**config.mk**
```make
export PLATFORM = sky130hd
export DESIGN_NAME = lcdc_setup
export DESIGN_NICKNAME = d
export VERILOG_FILES = /design/src/core/lcdc_setup.v /design/src/core/lcdc_param_seq.v
export VERILOG_INCLUDE_DIRS = /design/src /design/src/core
export SDC_FILE = /design/constraint.sdc
export NUM_CORES = 1
export LEC_CHECK = 0
export CAP_MARGIN = 20
export CORE_MARGIN = 3
export CORE_UTILIZATION = 50
export DETAILED_ROUTE_END_ITERATION = 12
export DONT_BUFFER_PORTS = 1
export SYNTH_ARGS = -nofsm -noshare
export SYNTH_HDL_FRONTEND = slang
export SYNTH_SLANG_ARGS = --single-unit
```
**constraint.sdc**
```tcl
create_clock -name clk -period 3.75 [get_ports clk]
set_input_delay 0.375 -clock clk [delete_from_list [all_inputs] [get_ports clk]]
set_output_delay 0.375 -clock clk [all_outputs]
set_load 0.005 [all_outputs]
```
**src/core/lcdc_defs.vh**
```
`ifndef LCDC_DEFS_VH
`define LCDC_DEFS_VH

// Command codes
`define LCDC_CMD_SYS_SET     8'h40
`define LCDC_CMD_SCROLL      8'h44
`define LCDC_CMD_PIX_SHIFT   8'h5A
`define LCDC_CMD_LAYER       8'h5B

// Register offsets
`define LCDC_REG_CHAR_HEIGHT 5'h02
`define LCDC_REG_LINE_ADDR   5'h03
`define LCDC_REG_LINE_TOTAL  5'h04
`define LCDC_REG_FRAME_LINES 5'h05
`define LCDC_REG_VWIDTH_LO   5'h06
`define LCDC_REG_VWIDTH_HI   5'h07
`define LCDC_REG_B1_START_LO 5'h0B
`define LCDC_REG_B1_START_HI 5'h0C
`define LCDC_REG_B1_LINES    5'h0D
`define LCDC_REG_B2_START_LO 5'h0E
`define LCDC_REG_B2_START_HI 5'h0F
`define LCDC_REG_B2_LINES    5'h10
`define LCDC_REG_B3_START_LO 5'h11
`define LCDC_REG_B3_START_HI 5'h12
`define LCDC_REG_B4_START_LO 5'h13
`define LCDC_REG_B4_START_HI 5'h14
`define LCDC_REG_LAYER_CTRL  5'h18
`define LCDC_REG_PIX_SHIFT   5'h1B

// Register space
`define LCDC_REG_COUNT       32
`define LCDC_REG_IMPL_MASK   32'h091FF8FC
`define LCDC_REG_RESET       8'h00

// Parameter sequences: first stored index of system set, last index of system set and scroll
`define LCDC_SYS_FIRST_IDX   4'h2
`define LCDC_SYS_LAST_IDX    4'h7
`define LCDC_SCROLL_LAST_IDX 4'h9
`define LCDC_IDX_MAX         4'hF

// Field positions
`define LCDC_CHAR_HEIGHT_MSB 3
`define LCDC_PIX_SHIFT_MSB   2
`define LCDC_COMBINE_MSB     1
`define LCDC_B1_TEXT_BIT     2
`define LCDC_B3_TEXT_BIT     3

`endif

```
**src/core/lcdc_setup.v**
```verilog
`timescale 1ns/1ps
`default_nettype none
`include "lcdc_defs.vh"

module lcdc_setup (
    // Clock and reset
    input  wire        clk,
    input  wire        rst_b,
    // Host write port pins
    input  wire        cs_b,
    input  wire        wr_b,
    input  wire        cmd_param_select,
    input  wire [7:0]  host_data,
    // Host transfer status
    output wire [7:0]  cmd_code,
    output wire [3:0]  param_index,
    output wire        cfg_write_pulse,
    // Line and frame geometry
    output wire [3:0]  char_height_field,
    output wire [7:0]  line_addr_count,
    output wire [7:0]  line_total_field,
    output wire [7:0]  frame_line_count,
    output wire [15:0] virtual_width_field,
    // Screen blocks
    output wire [15:0] block1_start,
    output wire [7:0]  block1_lines,
    output wire [15:0] block2_start,
    output wire [7:0]  block2_lines,
    output wire [15:0] block3_start,
    output wire [15:0] block4_start,
    // Shift and overlay
    output wire [2:0]  pixel_shift_cmd,
    output wire [1:0]  combine_method,
    output wire        block1_text_sel,
    output wire        block3_text_sel
);

    localparam REG_BITS = 8 * `LCDC_REG_COUNT;

    // Pin synchronisers, first stage read only by the second
    reg        cs_s1_reg;
    reg        cs_s2_reg;
    reg        wr_s1_reg;
    reg        wr_s2_reg;
    reg        sel_s1_reg;
    reg        sel_s2_reg;
    reg  [7:0] data_s1_reg;
    reg  [7:0] data_s2_reg;

    always @(posedge clk or negedge rst_b) begin
        if (!rst_b) begin
            cs_s1_reg   <= 1'b1;
            cs_s2_reg   <= 1'b1;
            wr_s1_reg   <= 1'b1;
            wr_s2_reg   <= 1'b1;
            sel_s1_reg  <= 1'b0;
            sel_s2_reg  <= 1'b0;
            data_s1_reg <= 8'h00;
            data_s2_reg <= 8'h00;
        end else begin
            cs_s1_reg   <= cs_b;
            cs_s2_reg   <= cs_s1_reg;
            wr_s1_reg   <= wr_b;
            wr_s2_reg   <= wr_s1_reg;
            sel_s1_reg  <= cmd_param_select;
            sel_s2_reg  <= sel_s1_reg;
            data_s1_reg <= host_data;
            data_s2_reg <= data_s1_reg;
        end
    end

    // Write cycle tracking
    // The byte and select are taken while the strobe is low, so a host that
    // changes data right at the strobe's rising edge is still caught cleanly.
    wire       wr_active = ~cs_s2_reg & ~wr_s2_reg;
    reg        wr_active_d_reg;
    reg        hold_sel_reg;
    reg  [7:0] hold_data_reg;

    always @(posedge clk or negedge rst_b) begin
        if (!rst_b) begin
            wr_active_d_reg <= 1'b0;
            hold_sel_reg    <= 1'b0;
            hold_data_reg   <= 8'h00;
        end else begin
            wr_active_d_reg <= wr_active;
            if (wr_active) begin
                hold_sel_reg  <= sel_s2_reg;
                hold_data_reg <= data_s2_reg;
            end
        end
    end

    wire wr_done    = wr_active_d_reg & ~wr_active;
    wire cmd_write  = wr_done & hold_sel_reg;
    wire prm_write  = wr_done & ~hold_sel_reg;

    // Command and parameter index
    reg  [7:0] cmd_code_reg;
    reg  [7:0] cmd_code_next;
    reg  [3:0] param_idx_reg;
    reg  [3:0] param_idx_next;

    always @* begin
        cmd_code_next  = cmd_code_reg;
        param_idx_next = param_idx_reg;
        if (cmd_write) begin
            cmd_code_next  = hold_data_reg;
            param_idx_next = 4'h0;
        end else if (prm_write && param_idx_reg != `LCDC_IDX_MAX) begin
            param_idx_next = param_idx_reg + 4'h1;
        end
    end

    always @(posedge clk or negedge rst_b) begin
        if (!rst_b) begin
            cmd_code_reg  <= 8'h00;
            param_idx_reg <= 4'h0;
        end else begin
            cmd_code_reg  <= cmd_code_next;
            param_idx_reg <= param_idx_next;
        end
    end

    // Register steering
    wire [4:0] seq_addr;
    wire       seq_hit;

    lcdc_param_seq u_seq (
        .cmd_code  (cmd_code_reg),
        .param_idx (param_idx_reg),
        .reg_addr  (seq_addr),
        .reg_hit   (seq_hit)
    );

    // Extra bytes past a command's sequence, and bytes for unknown commands,
    // are dropped so a runaway host cannot clobber neighbouring registers.
    wire       reg_we = prm_write & seq_hit;

    reg        write_pulse_reg;

    always @(posedge clk or negedge rst_b) begin
        if (!rst_b) begin
            write_pulse_reg <= 1'b0;
        end else begin
            write_pulse_reg <= reg_we;
        end
    end

    // Configuration register file, only the mapped offsets hold flops
    wire [REG_BITS-1:0] cfg_flat;

    genvar gi;
    generate
        for (gi = 0; gi < `LCDC_REG_COUNT; gi = gi + 1) begin : g_cfg
            localparam [31:0] IMPL  = `LCDC_REG_IMPL_MASK;
            localparam [4:0]  INDEX = gi;
            if (IMPL[gi]) begin : g_reg
                reg [7:0] val_reg;
                always @(posedge clk or negedge rst_b) begin
                    if (!rst_b) begin
                        val_reg <= `LCDC_REG_RESET;
                    end else if (reg_we && seq_addr == INDEX) begin
                        val_reg <= hold_data_reg;
                    end
                end
                assign cfg_flat[gi*8 +: 8] = val_reg;
            end else begin : g_none
                assign cfg_flat[gi*8 +: 8] = 8'h00;
            end
        end
    endgenerate

    // Status outputs
    assign cmd_code        = cmd_code_reg;
    assign param_index     = param_idx_reg;
    assign cfg_write_pulse = write_pulse_reg;

    // Line and frame geometry; values are stored as count minus one where noted
    assign char_height_field =
        cfg_flat[`LCDC_REG_CHAR_HEIGHT*8 +: `LCDC_CHAR_HEIGHT_MSB+1];
    assign line_addr_count   = cfg_flat[`LCDC_REG_LINE_ADDR*8 +: 8];
    assign line_total_field  = cfg_flat[`LCDC_REG_LINE_TOTAL*8 +: 8];
    assign frame_line_count  = cfg_flat[`LCDC_REG_FRAME_LINES*8 +: 8];
    assign virtual_width_field = {cfg_flat[`LCDC_REG_VWIDTH_HI*8 +: 8],
                                  cfg_flat[`LCDC_REG_VWIDTH_LO*8 +: 8]};

    // Screen blocks, low byte arrives first
    assign block1_start = {cfg_flat[`LCDC_REG_B1_START_HI*8 +: 8],
                           cfg_flat[`LCDC_REG_B1_START_LO*8 +: 8]};
    assign block1_lines = cfg_flat[`LCDC_REG_B1_LINES*8 +: 8];
    assign block2_start = {cfg_flat[`LCDC_REG_B2_START_HI*8 +: 8],
                           cfg_flat[`LCDC_REG_B2_START_LO*8 +: 8]};
    assign block2_lines = cfg_flat[`LCDC_REG_B2_LINES*8 +: 8];
    assign block3_start = {cfg_flat[`LCDC_REG_B3_START_HI*8 +: 8],
                           cfg_flat[`LCDC_REG_B3_START_LO*8 +: 8]};
    assign block4_start = {cfg_flat[`LCDC_REG_B4_START_HI*8 +: 8],
                           cfg_flat[`LCDC_REG_B4_START_LO*8 +: 8]};

    // Shift and overlay fields
    assign pixel_shift_cmd =
        cfg_flat[`LCDC_REG_PIX_SHIFT*8 +: `LCDC_PIX_SHIFT_MSB+1];
    assign combine_method  =
        cfg_flat[`LCDC_REG_LAYER_CTRL*8 +: `LCDC_COMBINE_MSB+1];
    assign block1_text_sel =
        cfg_flat[`LCDC_REG_LAYER_CTRL*8 + `LCDC_B1_TEXT_BIT];
    assign block3_text_sel =
        cfg_flat[`LCDC_REG_LAYER_CTRL*8 + `LCDC_B3_TEXT_BIT];

endmodule // lcdc_setup
`default_nettype wire

```
**src/core/lcdc_param_seq.v**
```verilog
`timescale 1ns/1ps
`default_nettype none
`include "lcdc_defs.vh"

module lcdc_param_seq (
    // Current command and parameter position
    input  wire [7:0] cmd_code,
    input  wire [3:0] param_idx,
    // Target register
    output reg  [4:0] reg_addr,
    output reg        reg_hit
);

    always @* begin
        reg_addr = 5'h00;
        reg_hit  = 1'b0;
        case (cmd_code)
            `LCDC_CMD_SYS_SET: begin
                // The first two bytes feed fields outside this block and are dropped
                if (param_idx >= `LCDC_SYS_FIRST_IDX && param_idx <= `LCDC_SYS_LAST_IDX) begin
                    reg_addr = {1'b0, param_idx};
                    reg_hit  = 1'b1;
                end
            end
            `LCDC_CMD_SCROLL: begin
                if (param_idx <= `LCDC_SCROLL_LAST_IDX) begin
                    reg_addr = `LCDC_REG_B1_START_LO + {1'b0, param_idx};
                    reg_hit  = 1'b1;
                end
            end
            `LCDC_CMD_PIX_SHIFT: begin
                if (param_idx == 4'h0) begin
                    reg_addr = `LCDC_REG_PIX_SHIFT;
                    reg_hit  = 1'b1;
                end
            end
            `LCDC_CMD_LAYER: begin
                if (param_idx == 4'h0) begin
                    reg_addr = `LCDC_REG_LAYER_CTRL;
                    reg_hit  = 1'b1;
                end
            end
            default: begin
                reg_addr = 5'h00;
                reg_hit  = 1'b0;
            end
        endcase
    end

endmodule // lcdc_param_seq
`default_nettype wire

```
==> results of run 1 <==
[worst register-to-register path: cells and delay by family (launching register included)]
family          cells  cell delay (ns)
simple gates        4             2.05
flops               1             0.52
mux                 1             0.36
compound gates      1             0.23
[cell families after synthesis]
group	after synthesis
compound gates	32
fa+ha+maj	4
buf+inv	28
flops	176
mux	150
simple gates	77
[power groups by stage]
stage          sequential [mW]  clock, mW  combinational [mW]
5_1_grt                   2.20       1.83               0.401
3_5_place_dp              2.21          0               0.350
3_3_place_gp              2.21          0               0.350
2_1_floorplan             2.08          0               0.320
6_report                  2.18       1.71               0.364
4_1_cts                   2.18       1.75               0.361
[per-layer routing]
| layer | vias up | part of all wire, % | track usage, % |
|---|---|---|---|
| li1 | 1707 | - | - |
| met1 | 2106 | 41 | 28.2 |
| met2 | 154 | 48 | 34.4 |
| met3 | 30 | 8.6 | 8.22 |
| met4 | 0 | 2.6 | 8.69 |
| met5 | - | 0 | 0 |
[cell usage in the layout, fill, tap and decap left out, types with 3 or more instances in the layout]
master | synthesis | final
nand2_1 | 10 | 10
nor2_2 | 4 | 4
nor2_1 | 15 | 15
or3_1 | 3 | 3
nand3_1 | 7 | 7
ha_1 | 4 | 4
dfrtp_1 | 172 | 172
clkbuf_8 | 0 | 4
nor2b_1 | 5 | 5
nand4_1 | 9 | 9
dfstp_2 | 4 | 4
mux2_2 | 149 | 149
clkbuf_1 | 16 | 4
clkbuf_16 | 0 | 17
o21ai_0 | 7 | 7
inv_1 | 6 | 6
buf_4 | 0 | 10
a21oi_1 | 5 | 5
dlygate4sd3_1 | 0 | 11
[worst min-delay path by stage]
| stage | startpoint | to | slack [ns] | cells after the start |
|---|---|---|---|---|
| final | rst_b | sel_s2_reg | -0.34 | 0 |
| after global routing | rst_b | wr_active_d_reg | -0.37 | 0 |
| after CTS | rst_b | wr_active_d_reg | -0.36 | 0 |
| after detailed placement | rst_b | wr_active_d_reg | 0.08 | 0 |
| after global placement | rst_b | wr_active_d_reg | 0.08 | 0 |
| after floorplan | rst_b | block1_lines[0] | 0.08 | 0 |
[metrics by stage]
stage	utilization, %	power (mW)	cell area, um2	hold WS [ns]
after global placement	53.5	2.56	7170	0.0843
after CTS	58.6	4.29	7850	-0.363
after global routing	58.6	4.43	7850	-0.371
final	58.6	4.25	7850	-0.345
after detailed placement	53.5	2.56	7170	0.0846
after floorplan	-	2.40	6960	0.0794
[final cells by class]
class                   instances  area (um2)  area share [%]
clock buffers                  25         495            6.31
clock inverters                 4        76.3           0.972
inverters                       6        22.5           0.287
multi-input cells             263        2440            31.1
flip-flops and latches        176        4410            56.2
well taps                     176         220            2.81
repair buffers                 21         185            2.36
==> out/metrics.csv, run 1 <==
stage,metric,value,unit
clocking,TritonCTS clock tree,built,
synthesis,Syn Nets,484,
placed_design,RD Place Congestion,0.897,
setup_path,r2r startpoint,cmd_code[0],
synthesis,Post-synth top cells,"dfrtp_1, mux2_2, clkbuf_1",
clocking,TritonCTS Buffers,17,
synthesis,register area share after synthesis,63.4,%
clocking,CTS Hold Bufs,11,
setup_path,"delay-heaviest family, CP",simple AND/OR/NAND/NOR gates,
setup_path,R2R Path End,g_cfg[11].g_reg.val_reg[4],
timing,Final Max Tran Viols,0,
min_path,Worst Hold Class,in2async,
timing,Slew HR,39.5,%
global_routing,Overflow after GRT,0,
synthesis,Post-Synth XOR/XNOR Area,0,%
drt,post-route ant nets,0,
placed_design,Post-Place Cells,631,
finish,final cell count without fillers,671,
setup_path,worst-path maximum fanout,9,
drt,final WL,16300,um
power,LEAKAGE,3.77,nW
global_routing,vias in the first global route,4259,
synthesis,"FFs w/ async S/R, synth",100,%
power,Logic pwr share,8.6,%
timing,Final Worst Setup Slack,0.465,ns
power,Max rail drop VDD,0.392,mV
finish,max FFs per register,91,
synthesis,Post-Synth Simple-Gate Area,6.53,%
timing,Final setup viols,0,
clocking,Max Buffers Root-to-Sink,2,
synthesis,adder-cell share of the synthesized area,0.719,%
timing,Final Skew,0.00652,ns
setup_path,Critical Path Max Stage Delay,0.76,ns
job,maxcap violations,0,
clocking,Post-CTS Setup Inserts,0,
setup_path,CP max-delay cell,or4_1,
synthesis,complex-gate fraction of the synthesized area,3.58,%
run_status,failing checks,negative hold slack,
power,Sw Pwr,1.07,mW
timing,RSZ-0062 raised after global routing,false,
synthesis,Post-synth EDFFs,0,
timing,hold_ws,-0.345,ns
placed_design,"worst slack, placed",0.441,ns
synthesis,largest family of logic cells by synthesized area,multiplexers,
finish,diode count,0,
clocking,"Clk Latency, worst-skew pair",0.41,ns
timing,final hold vios,176,
placed_design,# port buffers,0,
clocking,# resized after CTS,0,
synthesis,Syn Area/Cell,14.9,um2
setup_path,critical path depth,6,
setup_path,"Arr. time, crit path",3.58,ns
finish,synth-to-layout area growth,12.8,%
drt,First-pass DRT Iterations,4,
global_routing,largest net degree at the start of global routing,177,
drt,vias,3997,
setup_path,R2R Setup Slk,0.47,ns
synthesis,most common cell in the netlist,dfrtp_1,
timing,measured slew at the worst slew-check pin,0.908,ns
setup_path,Worst Setup Path Type,reg2reg,
clocking,Sink Count,176,
setup_path,R2R cell count,6,
die,Die Height,124,um
power,switching share of power,25.2,%
power,PD cells,542,nW/um2
synthesis,YS warnings,0,
synthesis,post-synth top area share,61.8,%
clocking,"Clk pin slew, worst setup/hold paths",0.06,ns
synthesis,post-synth top area cell,dfrtp_1,
synthesis,Synth Register Bits,176,
power,Seq pwr share,51.2,%
clocking,H-tree depth,4,
setup_path,WP buf/inv,0,
synthesis,"Distinct cells, synth",51,
drt,DRC errors left,0,
synthesis,synthesized area,6960,um2
die,# IOs,157,
die,DIE WIDTH,124,um
die,# rows,42,
setup_path,crit path cell chain,or4_4 > nor2_1 > nand4_1 > o311a_2 > or4_1 > mux2_2,
timing,Final period util,87.6,%
die,DIE AREA,15400,um2
finish,nets,502,
power,Clk pwr share,40.2,%
drt,drt wl/cell,24.2,um
setup_path,Worst Setup EP,g_cfg[11].g_reg.val_reg[4],
global_routing,GR Util All Layers,22.1,%
die,Core Area,13400,um2
timing,fmax,304,MHz
synthesis,synth top area cells,"dfrtp_1, mux2_2, dfstp_2",
setup_path,Worst Path Required,4.05,ns
timing,minimum clock period,3.28,ns
synthesis,ys flop type,dfrtp_1,
setup_path,nature of the critical path endpoint,flop,
drt,1st-iter DRT viols,203,
global_routing,first-pass GRT wire length,25100,um
setup_path,CP startpoint,cmd_code[0],
drt,vias per inst,5.96,
clocking,CTS root buffer,clkbuf_16,
finish,fill cell count,1083,
run_status,status,finished with violations,
die,Starting Density,51.9,%
finish,layout cell share with drive strength beyond 1,41.4,%
setup_path,Worst setup SP type,flop,
power,total internal power,3.18,mW
timing,final setup TNS,0,ns
synthesis,Cells after Synth,467,
global_routing,initial antenna violation count,0,
placed_design,hpwl dp,10800,um
synthesis,post-synthesis mux area share,24.3,%
No activity file was read; power rests on OpenSTA's default activity.
==> run 2, diff against run 1 <==
--- a/config.mk
+++ b/config.mk
@@ -8,9 +8,10 @@
 export LEC_CHECK = 0
 export CAP_MARGIN = 20
 export CORE_MARGIN = 3
-export CORE_UTILIZATION = 50
+export CORE_UTILIZATION = 29
 export DETAILED_ROUTE_END_ITERATION = 12
 export DONT_BUFFER_PORTS = 1
+export PLACE_DENSITY_LB_ADDON = 0.25
 export SYNTH_ARGS = -nofsm -noshare
 export SYNTH_HDL_FRONTEND = slang
 export SYNTH_SLANG_ARGS = --single-unit
==> out/metrics.csv, run 2 (synthesis results as in run 1) <==
stage,metric,value,unit,change
global_routing,largest net degree at the start of global routing,177,,unchanged
clocking,H-tree depth,4,,unchanged
timing,Slew HR,33.5,%,was 39.5%
drt,DRC errors left,0,,unchanged
clocking,"Clk Latency, worst-skew pair",0.43,ns,was 0.41 ns
timing,hold_ws,-0.369,ns,was -0.345 ns
setup_path,Worst Path Required,4.06,ns,was 4.05 ns
finish,diode count,0,,unchanged
placed_design,hpwl dp,12500,um,was 10800 um
drt,1st-iter DRT viols,246,,was 203
clocking,TritonCTS Buffers,17,,unchanged
drt,final WL,18900,um,was 16300 um
die,Starting Density,29.6,%,was 51.9%
global_routing,first-pass GRT wire length,29000,um,was 25100 um
finish,storage element area,4410,um2,unchanged
die,DIE AREA,25900,um2,was 15400 um2
timing,Final Worst Setup Slack,0.527,ns,was 0.465 ns
finish,Multi-input gate area,2440,um2,unchanged
setup_path,"Arr. time, crit path",3.53,ns,was 3.58 ns
timing,minimum clock period,3.22,ns,was 3.28 ns
timing,Final setup viols,0,,unchanged
finish,nets,508,,was 502
finish,"most common cell after layout, fill and taps aside",dfrtp_1,,unchanged
setup_path,nature of the critical path endpoint,flop,,unchanged
clocking,CTS root buffer,clkbuf_16,,unchanged
die,Core Area,23500,um2,was 13400 um2
placed_design,RD Place Congestion,0.883,,was 0.897
finish,most frequent cells in the layout,"dfrtp_1, mux2_2, clkbuf_16",,unchanged
setup_path,R2R cell count,6,,unchanged
power,PD cells,544,nW/um2,was 542 nW/um2
timing,measured slew at the worst slew-check pin,0.997,ns,was 0.908 ns
placed_design,# port buffers,0,,unchanged
finish,fill cell count,2317,,was 1083
drt,drt wl/cell,22.9,um,was 24.2 um
finish,max FFs per register,91,,unchanged
run_status,status,finished with violations,,unchanged
global_routing,vias in the first global route,4416,,was 4259
min_path,Worst Hold Class,in2async,,unchanged
global_routing,initial antenna violation count,0,,unchanged
finish,layout cell share with drive strength beyond 1,43.3,%,was 41.4%
power,Max rail drop VDD,0.241,mV,was 0.392 mV
clocking,Sink Count,176,,unchanged
setup_path,CP startpoint,cmd_code[1],,was cmd_code[0]
timing,Final Max Tran Viols,0,,unchanged
drt,vias per inst,4.89,,was 5.96
clocking,"Clk pin slew, worst setup/hold paths",0.07,ns,was 0.06 ns
timing,fmax,310,MHz,was 304 MHz
finish,synth-to-layout area growth,16.7,%,was 12.8%
clocking,CTS Hold Bufs,11,,unchanged
setup_path,r2r startpoint,cmd_code[1],,was cmd_code[0]
job,maxcap violations,0,,unchanged
drt,First-pass DRT Iterations,4,,unchanged
timing,final setup TNS,0,ns,unchanged
setup_path,Worst setup SP type,flop,,unchanged
die,DIE WIDTH,161,um,was 124 um
setup_path,worst-path maximum fanout,9,,unchanged
global_routing,GR Util All Layers,14.9,%,was 22.1%
setup_path,Worst Setup Path Type,reg2reg,,unchanged
timing,Final period util,85.9,%,was 87.6%
drt,vias,4023,,was 3997
timing,final hold vios,176,,unchanged
run_status,failing checks,negative hold slack,,unchanged
die,# IOs,157,,unchanged
clocking,Max Buffers Root-to-Sink,2,,unchanged
die,Die Height,161,um,was 124 um
die,# rows,56,,was 42
global_routing,Overflow after GRT,0,,unchanged
clocking,TritonCTS clock tree,built,,unchanged
placed_design,"worst slack, placed",0.521,ns,was 0.441 ns
timing,Final Skew,0.0173,ns,was 0.00652 ns
power,LEAKAGE,3.83,nW,was 3.77 nW
drt,post-route ant nets,0,,unchanged
timing,RSZ-0062 raised after global routing,false,,unchanged
==> run 2: timing repair <==
action                                 CTS  global route
setup buffers                            0             0
endpoints found under the hold margin  187           176
gates resized for setup                  0             0
==> run 2: critical path: stages, from the launching register on <==
cell and delay, ns:
dfrtp_1 0.45, or4_4 0.60, nor2_1 0.46, nand4_1 0.22, o311a_2 0.23, or4_1 0.79
mux2_2 0.37
==> run 2: power breakdown <==
part | switching, mW | total (mW) | leakage [nW] | internal (mW)
Clock | 0.816 | 1.86 | 0.301 | 1.05
Sequential | 0.188 | 2.16 | 2.36 | 1.97
Combinational | 0.229 | 0.399 | 1.17 | 0.170
Total | 1.23 | 4.42 | 3.83 | 3.19
==> run 2: worst paths after layout <==
path | end | slack (ns)
worst max register to register | g_cfg[11].g_reg.val_reg[0] | 0.53
worst min-delay path | block1_lines[3] | -0.37
min in group clk | data_s2_reg[0] | 0.35
worst min register to register | data_s2_reg[0] | 0.35
worst max-delay path | g_cfg[11].g_reg.val_reg[0] | 0.53
max in group asynchronous | cs_s1_reg | 3.86
==> run 2: per-stage QoR <==
stage                     instances  power, mW  cell area [um2]  hold slack, ns  utilization [%]
after global placement          780       2.57             7390          0.0831             31.4
after detailed placement        780       2.58             7390          0.0817             31.4
after CTS                       823       4.49             8120          -0.388             34.5
after global routing            823       4.63             8120          -0.404             34.5
after floorplan                 467       2.40             6960          0.0794                -
final                           823       4.42             8120          -0.369             34.5
==> run 2: metal layers <==
layer | global-route usage, % | routed length [um] | vias to the layer above
met5 | 0 | 0 | -
met4 | 4.93 | 345 | 0
met3 | 4.95 | 1330 | 28
met2 | 25.4 | 9710 | 153
met1 | 17.9 | 7500 | 2123
li1 | - | - | 1719
==> run 2: layout make-up <==
class / instances / area share [%]
Clock buffer: 19 / 5.58
Clock inverter: 13 / 2.06
Inverter: 6 / 0.277
Multi-Input combinational cell: 263 / 30.1
Sequential cell: 176 / 54.3
Tap cell: 319 / 4.91
Timing Repair Buffer: 27 / 2.83
==> run 3, diff against run 2 <==
--- a/config.mk
+++ b/config.mk
@@ -9,6 +9,7 @@
 export CAP_MARGIN = 20
 export CORE_MARGIN = 3
 export CORE_UTILIZATION = 29
+export CTS_BUF_LIST = sky130_fd_sc_hd__clkbuf_8
 export DETAILED_ROUTE_END_ITERATION = 12
 export DONT_BUFFER_PORTS = 1
 export PLACE_DENSITY_LB_ADDON = 0.25
==> out/metrics.csv, run 3 (synthesis results as in run 1) <==
stage,metric,value,unit,change
setup_path,worst-path maximum fanout,9,,unchanged
global_routing,met1 GRT Util,17.7,%,was 17.9%
global_routing,GR Util met2,25.2,%,was 25.4%
power,Seq pwr share,54.4,%,was 48.9%
clocking,Sink Count,176,,unchanged
die,DIE WIDTH,161,um,unchanged
finish,max FFs per register,91,,unchanged
min_path,Worst Hold Class,in2async,,unchanged
power,Logic pwr share,10.0,%,was 9.0%
drt,First-pass DRT Iterations,4,,unchanged
global_routing,largest net degree at the start of global routing,177,,unchanged
setup_path,Worst Setup Path Type,reg2reg,,unchanged
power,LEAKAGE,3.74,nW,was 3.83 nW
drt,vias per inst,4.88,,was 4.89
setup_path,nature of the critical path endpoint,flop,,unchanged
timing,RSZ-0062 raised after global routing,false,,unchanged
global_routing,GR Util All Layers,14.8,%,was 14.9%
drt,final WL,18700,um,was 18900 um
global_routing,gr busiest metal,met2,,unchanged
global_routing,Overflow after GRT,0,,unchanged
global_routing,initial antenna violation count,0,,unchanged
timing,Final period util,86.3,%,was 85.9%
die,# IOs,157,,unchanged
placed_design,RD Place Congestion,0.883,,unchanged
setup_path,Worst setup SP type,flop,,unchanged
placed_design,hpwl dp,12500,um,unchanged
timing,Final setup viols,0,,unchanged
finish,most frequent cells in the layout,"dfrtp_1, mux2_2, clkbuf_8",,"was dfrtp_1, mux2_2, clkbuf_16"
clocking,Max Buffers Root-to-Sink,2,,unchanged
timing,hold_ws,-0.401,ns,was -0.369 ns
die,Die Height,161,um,unchanged
finish,"most common cell after layout, fill and taps aside",dfrtp_1,,unchanged
power,switching share of power,29.5,%,was 27.9%
die,# rows,56,,unchanged
clocking,CTS root buffer,clkbuf_8,,was clkbuf_16
finish,synth-to-layout area growth,14.0,%,was 16.7%
finish,nets,508,,unchanged
die,DIE AREA,25900,um2,unchanged
timing,final setup TNS,0,ns,unchanged
clocking,# resized after CTS,0,,unchanged
power,Sw Pwr,1.17,mW,was 1.23 mW
drt,1st-iter DRT viols,278,,was 246
setup_path,Worst Path Required,4.09,ns,was 4.06 ns
job,maxcap violations,0,,unchanged
drt,vias,4018,,was 4023
timing,minimum clock period,3.24,ns,was 3.22 ns
clocking,CTS Hold Bufs,11,,unchanged
setup_path,"Arr. time, crit path",3.58,ns,was 3.53 ns
finish,layout cell share with drive strength beyond 1,43.3,%,unchanged
timing,Final Skew,0.0162,ns,was 0.0173 ns
power,Pwr Total,3.97,mW,was 4.42 mW
run_status,failing checks,negative hold slack,,unchanged
clocking,H-tree depth,4,,unchanged
run_status,status,finished with violations,,unchanged
timing,Slew HR,33.8,%,was 33.5%
finish,fill cell count,2330,,was 2317
timing,Final Max Tran Viols,0,,unchanged
drt,drt wl/cell,22.7,um,was 22.9 um
power,total internal power,2.80,mW,was 3.19 mW
power,PD cells,500,nW/um2,was 544 nW/um2
die,Core Area,23500,um2,unchanged
clocking,TritonCTS clock tree,built,,unchanged
power,Clk pwr share,35.6,%,was 42.1%
finish,fin util,33.7,%,was 34.5%
drt,DRC errors left,0,,unchanged
clocking,TritonCTS Buffers,17,,unchanged
global_routing,first-pass GRT wire length,28800,um,was 29000 um
timing,fmax,309,MHz,was 310 MHz
die,Starting Density,29.6,%,unchanged
power,Max rail drop VDD,0.183,mV,was 0.241 mV
timing,final hold vios,176,,unchanged
timing,measured slew at the worst slew-check pin,0.993,ns,was 0.997 ns
clocking,Post-CTS Setup Inserts,0,,unchanged
clocking,"Clk Latency, worst-skew pair",0.46,ns,was 0.43 ns
drt,post-route ant nets,0,,unchanged
global_routing,grt met3 use,4.44,%,was 4.95%
global_routing,vias in the first global route,4400,,was 4416
placed_design,# port buffers,0,,unchanged
clocking,"Clk pin slew, worst setup/hold paths",0.10,ns,was 0.07 ns
run 3: cell types whose count changed in the layout (fill, tap and decap cells not counted):
cell / previous run / this run
clkbuf_8: 2 / 19
diode_2: 0 / 1
clkbuf_16: 17 / 0
run 3: path summary, 6_finish.rpt:
kind	start	to	slack (ns)	depth (start not counted)
worst min register to register	data_s1_reg[0]	data_s2_reg[0]	0.36	0
worst max register to register	cmd_code[1]	g_cfg[11].g_reg.val_reg[0]	0.51	6
worst max-delay path	cmd_code[1]	g_cfg[11].g_reg.val_reg[0]	0.51	6
worst min-delay path	rst_b	block1_lines[3]	-0.40	0
min in group clk	data_s1_reg[0]	data_s2_reg[0]	0.36	0
max in group asynchronous	rst_b	cs_s1_reg	3.86	0
run 3: area by class of cell:
type / instances / area [um2] / area share, %
Inverter: 6 / 22.5 / 0.284
Multi-Input combinational cell: 263 / 2440 / 30.8
Sequential cell: 176 / 4410 / 55.6
Timing Repair Buffer: 27 / 230 / 2.90
Antenna cell: 1 / 2.50 / 0.0315
Clock inverter: 13 / 168 / 2.11
Tap cell: 319 / 399 / 5.03
Clock buffer: 19 / 262 / 3.30
run 3: stage by stage:
stage	setup WS (ns)	std cells	instance area (um2)
2_1_floorplan	0.650	467	6960
3_3_place_gp	0.567	780	7390
3_5_place_dp	0.521	780	7390
4_1_cts	0.523	823	7930
5_1_grt	0.288	823	7930
6_report	0.512	824	7930
run 3: critical path, cell delays in order, from the launching register on:
cell and delay, ns:
dfrtp_1 0.45, or4_4 0.60, nor2_1 0.47, nand4_1 0.22
o311a_2 0.23, or4_1 0.78, mux2_2 0.37
run 3: per-layer routing:
| metal | part of all wire, % | vias to the layer above |
|---|---|---|
| li1 | - | 1725 |
| met1 | 40 | 2119 |
| met2 | 51 | 144 |
| met3 | 6.5 | 30 |
| met4 | 2.5 | 0 |
| met5 | 0 | - |
run 3: power groups by stage:
| stage | Clock (mW) | Combinational, mW | Sequential (mW) |
|---|---|---|---|
| final | 1.41 | 0.397 | 2.16 |
| after global routing | 1.55 | 0.438 | 2.18 |
| after CTS | 1.48 | 0.391 | 2.17 |
| after detailed placement | 0 | 0.380 | 2.20 |
| after global placement | 0 | 0.377 | 2.19 |
| after floorplan | 0 | 0.320 | 2.08 |
